===== src/incl_switch_pkg.sv =====
// shared constants, register map and carrier types of the inclination switch
package incl_switch_pkg;

  // ****************************************
  // widths
  // ****************************************
  localparam int ANGLE_W = 16;
  localparam int DAC_W = 12;
  localparam int DIV_W = 28;
  localparam int DEN_W = 17;
  localparam int DIV_STEPS = 28;

  // ****************************************
  // timing
  // ****************************************
  localparam int CLK_HZ = 10_000_000;
  localparam int SAMPLE_RATE_HZ = 250;
  // longest sample period, rounded down to whole cycles
  localparam int SAMPLE_CYCLES = CLK_HZ / SAMPLE_RATE_HZ;

  // ****************************************
  // angle scale, units of 0.01 degree
  // ****************************************
  localparam logic signed [16:0] FULL_TURN = 17'sh0_8CA0;
  localparam logic signed [16:0] HALF_TURN = 17'sh0_4650;

  // ****************************************
  // output codes
  // ****************************************
  localparam logic [11:0] VOLT_CODE_HIGH = 12'hFFF;
  localparam logic [11:0] VOLT_CODE_LOW = 12'h000;
  localparam logic [11:0] VOLT_CODE_MIN = 12'h19A;
  localparam logic [11:0] VOLT_CODE_SPAN = 12'hCCC;
  localparam logic [11:0] CURR_CODE_MIN = 12'h333;
  localparam logic [11:0] CURR_CODE_SPAN = 12'hCCC;

  // ****************************************
  // register offsets (byte addresses)
  // ****************************************
  localparam logic [7:0] OFF_CTRL = 8'h00;
  localparam logic [7:0] OFF_ON_LEVEL = 8'h04;
  localparam logic [7:0] OFF_OFF_LEVEL = 8'h08;
  localparam logic [7:0] OFF_ON_DELAY = 8'h0C;
  localparam logic [7:0] OFF_OFF_DELAY = 8'h10;
  localparam logic [7:0] OFF_ZERO_REF = 8'h14;
  localparam logic [7:0] OFF_HALF_RANGE = 8'h18;
  localparam logic [7:0] OFF_VALUE = 8'h1C;
  localparam logic [7:0] OFF_STATUS = 8'h20;
  localparam logic [7:0] OFF_IRQ_STATUS = 8'h24;
  localparam logic [7:0] OFF_IRQ_MASK = 8'h28;

  // ****************************************
  // field positions
  // ****************************************
  localparam int CTRL_SWITCHING = 0;
  localparam int CTRL_DELAYED = 1;
  localparam int CTRL_CURRENT = 2;
  localparam int IRQ_SAMPLE = 0;
  localparam int IRQ_SW_ON = 1;
  localparam int IRQ_SW_OFF = 2;

  // ****************************************
  // reset values
  // ****************************************
  localparam logic [2:0] CTRL_RESET = 3'h4;
  localparam logic [15:0] ON_LEVEL_RESET = 16'h03E8;
  localparam logic [15:0] OFF_LEVEL_RESET = 16'h01F4;
  localparam logic [15:0] DELAY_RESET = 16'h0000;
  localparam logic [15:0] ZERO_REF_RESET = 16'h0000;
  localparam logic [15:0] HALF_RANGE_RESET = 16'h4650;
  localparam logic [2:0] IRQ_MASK_RESET = 3'h0;

  // ****************************************
  // carriers
  // ****************************************
  typedef struct packed {
    logic psel;
    logic penable;
    logic pwrite;
    logic [7:0] paddr;
    logic [31:0] pwdata;
  } apb_req_t;

  typedef struct packed {
    logic [31:0] prdata;
    logic pready;
    logic pslverr;
  } apb_rsp_t;

  typedef struct packed {
    logic valid;
    logic signed [15:0] angle;
  } sample_t;

  typedef struct packed {
    logic volt_en;
    logic [11:0] volt_code;
    logic curr_en;
    logic [11:0] curr_code;
  } analog_t;

endpackage


===== src/span_divider.sv =====
// iterative restoring divider used to scale angles onto the output span
`timescale 1ns/1ns
module span_divider
  import incl_switch_pkg::*;
(
  input wire logic clock,
  input wire logic nrst,
  input wire logic start,
  input wire logic [27:0] dividend,
  input wire logic [16:0] divisor,
  output logic done,
  output logic [27:0] quotient
);

  typedef struct packed {
    logic busy;
    logic done;
    logic [4:0] steps;
    logic [16:0] rem;
    logic [27:0] quo;
    logic [16:0] den;
  } div_state_t;

  div_state_t st;
  div_state_t next_st;
  logic [17:0] trial;

  always_comb begin
    next_st = st;
    next_st.done = 1'b0;
    trial = {st.rem, st.quo[27]};
    if (start) begin
      // a new start drops any run in flight
      next_st.busy = 1'b1;
      next_st.steps = 5'(DIV_STEPS);
      next_st.rem = '0;
      next_st.quo = dividend;
      next_st.den = divisor;
    end else if (st.busy) begin
      if (trial >= {1'b0, st.den}) begin
        next_st.rem = 17'(trial - {1'b0, st.den});
        next_st.quo = {st.quo[26:0], 1'b1};
      end else begin
        next_st.rem = trial[16:0];
        next_st.quo = {st.quo[26:0], 1'b0};
      end
      next_st.steps = st.steps - 5'd1;
      if (st.steps == 5'd1) begin
        next_st.busy = 1'b0;
        next_st.done = 1'b1;
      end
    end
  end

  always_ff @(posedge clock or negedge nrst) begin
    if (!nrst) begin
      st <= '0;
    end else begin
      st <= next_st;
    end
  end

  assign done = st.done;
  assign quotient = st.quo;

endmodule


===== src/incl_switch.sv =====
// inclination threshold switch with hysteresis, debounce and range scaling
//
// The register addresses and the APB slave port were left to the implementer.
`timescale 1ns/1ns

module incl_switch
  import incl_switch_pkg::*;
#(
  parameter int SAMPLE_PERIOD = SAMPLE_CYCLES
)
(
  input wire logic clock,
  input wire logic nrst,
  input wire apb_req_t apb_req,
  output apb_rsp_t apb_rsp,
  input wire sample_t sample_in,
  output logic sample_req,
  output logic switch_out,
  output analog_t analog_out,
  output logic irq
);

  typedef struct packed {
    logic [2:0] ctrl;
    logic signed [15:0] on_level;
    logic signed [15:0] off_level;
    logic [15:0] on_delay;
    logic [15:0] off_delay;
    logic signed [15:0] zero_ref;
    logic [15:0] half_range;
    logic signed [15:0] rel;
    logic [15:0] value;
    logic sw;
    logic trig;
    logic [15:0] dly_cnt;
    logic [2:0] irq_st;
    logic [2:0] irq_mask;
    logic irq;
    logic [31:0] tick_cnt;
    logic sample_req;
    logic div_start;
    logic [27:0] div_num;
    logic [16:0] div_den;
    analog_t ana;
    apb_rsp_t rsp;
  } state_t;

  state_t st;
  state_t next_st;
  logic div_done;
  logic [27:0] div_quo;

  // ****************************************
  // scaling divider
  // ****************************************
  span_divider u_div (
    .clock(clock),
    .nrst(nrst),
    .start(st.div_start),
    .dividend(st.div_num),
    .divisor(st.div_den),
    .done(div_done),
    .quotient(div_quo)
  );

  // ****************************************
  // next-state logic
  // ****************************************
  always_comb begin
    logic signed [16:0] diff;
    logic signed [16:0] rel;
    logic signed [16:0] hr;
    logic signed [16:0] clamped;
    logic [16:0] cnt_inc;
    logic [2:0] events;
    logic [2:0] w1c;
    logic [11:0] span;
    logic trig_on;
    logic trig_off;
    logic setup;
    logic wr;
    diff = '0;
    rel = '0;
    hr = '0;
    clamped = '0;
    cnt_inc = '0;
    events = '0;
    w1c = '0;
    span = '0;
    trig_on = 1'b0;
    trig_off = 1'b0;
    setup = apb_req.psel && !apb_req.penable;
    wr = apb_req.psel && apb_req.penable && st.rsp.pready && apb_req.pwrite && !st.rsp.pslverr;

    next_st = st;
    next_st.sample_req = 1'b0;
    next_st.div_start = 1'b0;
    next_st.rsp.pready = 1'b0;
    next_st.rsp.pslverr = 1'b0;

    // ****************************************
    // sample request timer
    // ****************************************
    // free-running sample request
    if (st.tick_cnt >= 32'(SAMPLE_PERIOD - 1)) begin
      next_st.tick_cnt = '0;
      next_st.sample_req = 1'b1;
    end else begin
      next_st.tick_cnt = st.tick_cnt + 32'd1;
    end

    // ****************************************
    // register read
    // ****************************************
    // answer in the access phase
    if (setup) begin
      next_st.rsp.pready = 1'b1;
      next_st.rsp.prdata = '0;
      unique case (apb_req.paddr)
        OFF_CTRL: next_st.rsp.prdata = {29'h0, st.ctrl};
        OFF_ON_LEVEL: next_st.rsp.prdata = {{16{st.on_level[15]}}, st.on_level};
        OFF_OFF_LEVEL: next_st.rsp.prdata = {{16{st.off_level[15]}}, st.off_level};
        OFF_ON_DELAY: next_st.rsp.prdata = {16'h0, st.on_delay};
        OFF_OFF_DELAY: next_st.rsp.prdata = {16'h0, st.off_delay};
        OFF_ZERO_REF: next_st.rsp.prdata = {{16{st.zero_ref[15]}}, st.zero_ref};
        OFF_HALF_RANGE: next_st.rsp.prdata = {16'h0, st.half_range};
        OFF_VALUE: next_st.rsp.prdata = {{16{st.value[15]}}, st.value};
        OFF_STATUS: next_st.rsp.prdata = {30'h0, st.trig, st.sw};
        OFF_IRQ_STATUS: next_st.rsp.prdata = {29'h0, st.irq_st};
        OFF_IRQ_MASK: next_st.rsp.prdata = {29'h0, st.irq_mask};
        default: next_st.rsp.pslverr = 1'b1;
      endcase
    end

    // ****************************************
    // register write
    // ****************************************
    if (wr) begin
      unique case (apb_req.paddr)
        OFF_CTRL: next_st.ctrl = apb_req.pwdata[2:0];
        OFF_ON_LEVEL: next_st.on_level = apb_req.pwdata[15:0];
        OFF_OFF_LEVEL: next_st.off_level = apb_req.pwdata[15:0];
        OFF_ON_DELAY: next_st.on_delay = apb_req.pwdata[15:0];
        OFF_OFF_DELAY: next_st.off_delay = apb_req.pwdata[15:0];
        OFF_ZERO_REF: next_st.zero_ref = apb_req.pwdata[15:0];
        OFF_HALF_RANGE: begin
          // zero would divide by zero, beyond half a turn is meaningless
          if (apb_req.pwdata[15:0] == 16'h0000) begin
            next_st.half_range = 16'h0001;
          end else if (apb_req.pwdata[15:0] > HALF_TURN[15:0]) begin
            next_st.half_range = HALF_TURN[15:0];
          end else begin
            next_st.half_range = apb_req.pwdata[15:0];
          end
        end
        OFF_IRQ_STATUS: w1c = apb_req.pwdata[2:0];
        OFF_IRQ_MASK: next_st.irq_mask = apb_req.pwdata[2:0];
        default: ;
      endcase
    end

    // ****************************************
    // per-sample evaluation
    // ****************************************
    if (sample_in.valid) begin
      // subtract zero reference, wrap to half a turn
      diff = 17'(sample_in.angle) - 17'(st.zero_ref);
      if (diff > HALF_TURN) begin
        rel = diff - FULL_TURN;
      end else if (diff < -HALF_TURN) begin
        rel = diff + FULL_TURN;
      end else begin
        rel = diff;
      end
      next_st.rel = rel[15:0];
      events[IRQ_SAMPLE] = 1'b1;
      trig_on = rel >= 17'(st.on_level);
      trig_off = rel < 17'(st.off_level);
      cnt_inc = {1'b0, st.dly_cnt} + 17'd1;

      // ****************************************
      // switching mode
      // ****************************************
      if (st.ctrl[CTRL_SWITCHING]) begin
        next_st.trig = st.sw ? !trig_off : trig_on;
        if (!st.sw) begin
          if (trig_on) begin
            if (!st.ctrl[CTRL_DELAYED] || cnt_inc >= {1'b0, st.on_delay}) begin
              next_st.sw = 1'b1;
              next_st.dly_cnt = '0;
              events[IRQ_SW_ON] = 1'b1;
            end else begin
              next_st.dly_cnt = cnt_inc[15:0];
            end
          end else begin
            next_st.dly_cnt = '0;
          end
        end else begin
          if (trig_off) begin
            if (!st.ctrl[CTRL_DELAYED] || cnt_inc >= {1'b0, st.off_delay}) begin
              next_st.sw = 1'b0;
              next_st.dly_cnt = '0;
              events[IRQ_SW_OFF] = 1'b1;
            end else begin
              next_st.dly_cnt = cnt_inc[15:0];
            end
          end else begin
            next_st.dly_cnt = '0;
          end
        end
        next_st.value = next_st.sw ? st.on_level : 16'h0000;
        // switching drives the voltage pin only
        next_st.ana.volt_en = 1'b1;
        next_st.ana.volt_code = next_st.sw ? VOLT_CODE_HIGH : VOLT_CODE_LOW;
        next_st.ana.curr_en = 1'b0;
        next_st.ana.curr_code = '0;
      end else begin
        // ****************************************
        // continuous mode
        // ****************************************
        // leaving switching mode drops a held 5 V level at the first sample in continuous mode
        if (st.sw) begin
          next_st.ana.volt_code = VOLT_CODE_LOW;
        end
        next_st.sw = 1'b0;
        next_st.trig = 1'b0;
        next_st.dly_cnt = '0;
        next_st.value = rel[15:0];
        // clamp to the range, then scale on the divider
        hr = 17'(st.half_range);
        if (rel > hr) begin
          clamped = hr;
        end else if (rel < -hr) begin
          clamped = -hr;
        end else begin
          clamped = rel;
        end
        span = st.ctrl[CTRL_CURRENT] ? CURR_CODE_SPAN : VOLT_CODE_SPAN;
        next_st.div_num = 28'(17'(clamped + hr)) * 28'(span);
        next_st.div_den = 17'(hr <<< 1);
        next_st.div_start = 1'b1;
      end
    end

    // ****************************************
    // analog output
    // ****************************************
    // scaled code goes to the selected pin only
    if (div_done && !st.ctrl[CTRL_SWITCHING]) begin
      next_st.ana.curr_en = st.ctrl[CTRL_CURRENT];
      next_st.ana.volt_en = !st.ctrl[CTRL_CURRENT];
      next_st.ana.curr_code = st.ctrl[CTRL_CURRENT] ? 12'(CURR_CODE_MIN + div_quo[11:0]) : '0;
      next_st.ana.volt_code = st.ctrl[CTRL_CURRENT] ? '0 : 12'(VOLT_CODE_MIN + div_quo[11:0]);
    end

    // ****************************************
    // interrupts
    // ****************************************
    // set wins over a clear in the same cycle
    next_st.irq_st = (st.irq_st & ~w1c) | events;
    next_st.irq = |(next_st.irq_st & next_st.irq_mask);
  end

  // ****************************************
  // state register
  // ****************************************
  always_ff @(posedge clock or negedge nrst) begin
    if (!nrst) begin
      st <= '0;
      st.ctrl <= CTRL_RESET;
      st.on_level <= ON_LEVEL_RESET;
      st.off_level <= OFF_LEVEL_RESET;
      st.on_delay <= DELAY_RESET;
      st.off_delay <= DELAY_RESET;
      st.zero_ref <= ZERO_REF_RESET;
      st.half_range <= HALF_RANGE_RESET;
      st.irq_mask <= IRQ_MASK_RESET;
    end else begin
      st <= next_st;
    end
  end

  // ****************************************
  // outputs
  // ****************************************
  assign apb_rsp = st.rsp;
  assign sample_req = st.sample_req;
  assign switch_out = st.sw;
  assign analog_out = st.ana;
  assign irq = st.irq;

endmodule


===== config.mk =====
export PLATFORM = sky130hd
export DESIGN_NAME = incl_switch
export DESIGN_NICKNAME = d
export VERILOG_FILES = /design/src/incl_switch_pkg.sv /design/src/span_divider.sv /design/src/incl_switch.sv
export SDC_FILE = /design/constraint.sdc
export NUM_CORES = 1
export LEC_CHECK = 0
export BUFFER_PORTS_ARGS = -buffer_cell sky130_fd_sc_hd__buf_2
export CAP_MARGIN = 20
export CORE_ASPECT_RATIO = 1.5
export CORE_MARGIN = 4
export CORE_UTILIZATION = 30
export CTS_BUF_LIST = sky130_fd_sc_hd__clkbuf_4 sky130_fd_sc_hd__clkbuf_8 sky130_fd_sc_hd__clkbuf_16
export DETAILED_ROUTE_END_ITERATION = 10
export HOLD_SLACK_MARGIN = 0.05
export PLACE_DENSITY_LB_ADDON = 0.3
export SYNTH_ARGS = -nofsm -noshare
export SYNTH_HDL_FRONTEND = slang
export SYNTH_SLANG_ARGS = --single-unit

===== constraint.sdc =====
create_clock -name clock -period 19.45 [get_ports clock]
set_input_delay 1.945 -clock clock [delete_from_list [all_inputs] [get_ports clock]]
set_output_delay 1.945 -clock clock [all_outputs]
set_load 0.005 [all_outputs]

==> results.json <==
{
  "max_slew.worst_pin.slew_ps": 1120,
  "critical_path_peak_fanout": 22,
  "route.met2.wl_um": 34100,
  "grt_overflow": 0,
  "final_min_period_over_clock_period_pct": 81.2,
  "timing.slew.headroom_pct": 24.8,
  "first_global_vias": 18400,
  "clk_pin_slew_ps": 80,
  "avgViaCountPerCell": 5.01,
  "post_synth.cell_area_avg_sq_um": 9.46,
  "critical_path.reg2reg.endpoint": "st[104]",
  "timing.rr.start": "st[212]",
  "drt-pass1-iter-count": 6,
  "worstSkewPairLatency_ps": 590,
  "drt.antenna.violating_nets": 0,
  "yosys_register_bits": 329,
  "placement_rows": 126,
  "worstPathRequired_ps": 19930,
  "first_pass_grt_wire_length_um": 104000,
  "routability_congestion": 0.857,
  "routed-wl-met3_um": 2260,
  "post_synth_edffs": 0,
  "tritoncts": "yes",
  "layout.cells.non_filler": 3593,
  "drc": 0,
  "clock-skew-final_ps": 13.7,
  "dieWidth_um": 238,
  "worst-endpoint-arrival_ps": 16280,
  "finalSetupViolCount": 0,
  "cp_common_cell": "a21oi_1",
  "routed_wire_length_per_instance_um": 18.2,
  "hold_viol": 0,
  "synthDominantAreaCellType": "dfrtp_1",
  "mostFrequentLayoutCell": "dfrtp_1",
  "cts-htree-levels": 1,
  "initial_utilization_pct": 30.2,
  "design.die.area_sq_um": 83800,
  "path_delay_family": "compound AO/OA/AOI/OAI gates",
  "path_depth": 60,
  "post-cts-setup-buffer-count": 0,
  "die_height_um": 353,
  "worst-r2r-setup-slack_ps": 4670,
  "critPathKind": "in2reg",
  "areaGrowthSynthToFinish_pct": 9.99,
  "synth_top_cells_by_area": "dfrtp_1, ha_1, fa_1",
  "dr.max_layer_used": "met4",
  "holdCritPathClass": "reg2reg",
  "ys_warn_count": 0,
  "finalSetupTns_ps": 0,
  "critPathCapture": "st[104]",
  "status": "finished clean",
  "cts_buffer_depth": 3,
  "most-common-layout-cells": "dfrtp_1, inv_1, nand2_1",
  "fin_nets": 2890,
  "netlist_instances": 2509,
  "buffer_ports.inserted": 108,
  "timing.max_cap.violations": 0,
  "maxSlewViolCount": 0,
  "synth_cell_type_count": 92,
  "placed_cells": 3534,
  "drive_above_1_share_pct": 13.2,
  "clockRootBuffer": "clkbuf_16",
  "post-synth-top-area-fraction_pct": 32.8,
  "timing.critical_path.from": "sample_in[0]",
  "crit_path_start_kind": "input pin",
  "vias": 18000,
  "post_cts_hold_fix_bufs": 0,
  "core_region_area_sq_um": 78500,
  "finalWorstPathRequiredPeriod_ps": 15790,
  "cts_resized": 0,
  "met1_wire_length_um": 26100,
  "cts_sinks": 329,
  "initial_antenna_violation_count": 3,
  "drt_iter0_drc": 1110,
  "pin_count": 125,
  "share_of_synthesized_registers_carrying_an_async_set_or_reset_pct": 100,
  "worst_r2r_path_depth": 58,
  "grt_max_degree": 111,
  "slowest_stage": "xnor2_1",
  "clock.fmax_mhz": 63.3,
  "route.final.wire_length_um": 65500,
  "slowest_delay_ps": 900,
  "grt.total_usage_pct": 15.3,
  "worst_path_bufs_invs": 10,
  "ys_dominant_reg_cell": "dfrtp_1",
  "unrepaired_setup_endpoints_after_global_routing": "no",
  "timing.critical_path.to_type": "flop",
  "dp_hpwl_um": 50600,
  "mappedNetlistArea_sq_um": 23700,
  "tritoncts.num_buffers": 31,
  "register_area_share_after_synthesis_pct": 34.8
}
## worst min-delay path by stage
stage	end	slack (ps)	start	cells past startpoint
final	apb_rsp[5]	470	apb_rsp[5]	2
after global routing	st[81]	490	st[81]	2
after CTS	apb_rsp[5]	480	apb_rsp[5]	2
after detailed placement	st[81]	470	st[81]	2
after global placement	st[88]	460	st[88]	2
after floorplan	st[88]	440	st[88]	2
## flip-flops by register name (all words and copies together), names as in the netlist
register,cells
st,213
u_div.st,39
u_div.quotient,28
analog_out,26
apb_rsp,19
irq,1
sample_req,1
switch_out,1
u_div.done,1
## per-stage QoR
stage               utilization [%]  worst slack, ps  hold WS [ps]  cell area [sq um]
finish                         33.3             3660           469              26100
global route                   33.3             2320           493              26100
CTS                            33.2             3520           481              26100
detailed placement             31.9             2930           466              25100
global placement               31.9             3010           457              25100
floorplan                         -             4420           439              23800
## area by class of cell
class                   count  area, sq um
multi-input cells        1780        13800
diodes                      2         5.00
inverters                 265          995
fillers                  8128        52400
flip-flops and latches    329         8260
clock inverters            14          158
repair buffers            136          761
clock buffers              43          891
well taps                1024         1280
## worst min-delay path: stages, from the launching register on
cell	delay (ps)
dfrtp_1	340
nand2_1	40
o21ai_0	50
## cell usage after synthesis (13+ instances only)
cell      number
a211oi_1      24
a21boi_0      13
a21o_1        47
a21oi_1       81
a221o_1       24
a221oi_1      16
a222oi_1      19
a22oi_1       16
a31oi_1       15
and2_1        27
and3_1        16
buf_4         62
clkbuf_1      73
dfrtp_1      311
dfstp_2       18
fa_1          61
ha_1         224
inv_1        262
mux2_2        90
mux2i_1       59
nand2_1      240
nand2b_1      29
nand3_1       30
nand4_1       23
nor2_1       148
nor2b_1       24
nor3_1        27
o21a_1        22
o21ai_0      181
o21bai_1      18
xnor2_1       83
xor2_1        48
## kinds of logic after synthesis
| kind of cell | share of synthesized area [%] |
|---|---|
| xor+xnor | 5.19 |
| flops | 34.8 |
| other cells | 0.0158 |
| mux | 6.82 |
| fa+ha+maj | 17.0 |
| simple gates | 11.8 |
| compound gates | 16.8 |
| buf+inv | 7.61 |
## per-layer routing
metal  track usage [%]  vias up
met5                 0        -
met4              6.54        0
met2              28.4      362
met1              17.8     8777
met3              1.38      116
li1                  -     8755
Power is left out: the tool's default activity adds up to more than one toggle a clock period on the data nets, which glitch-free logic cannot reach.
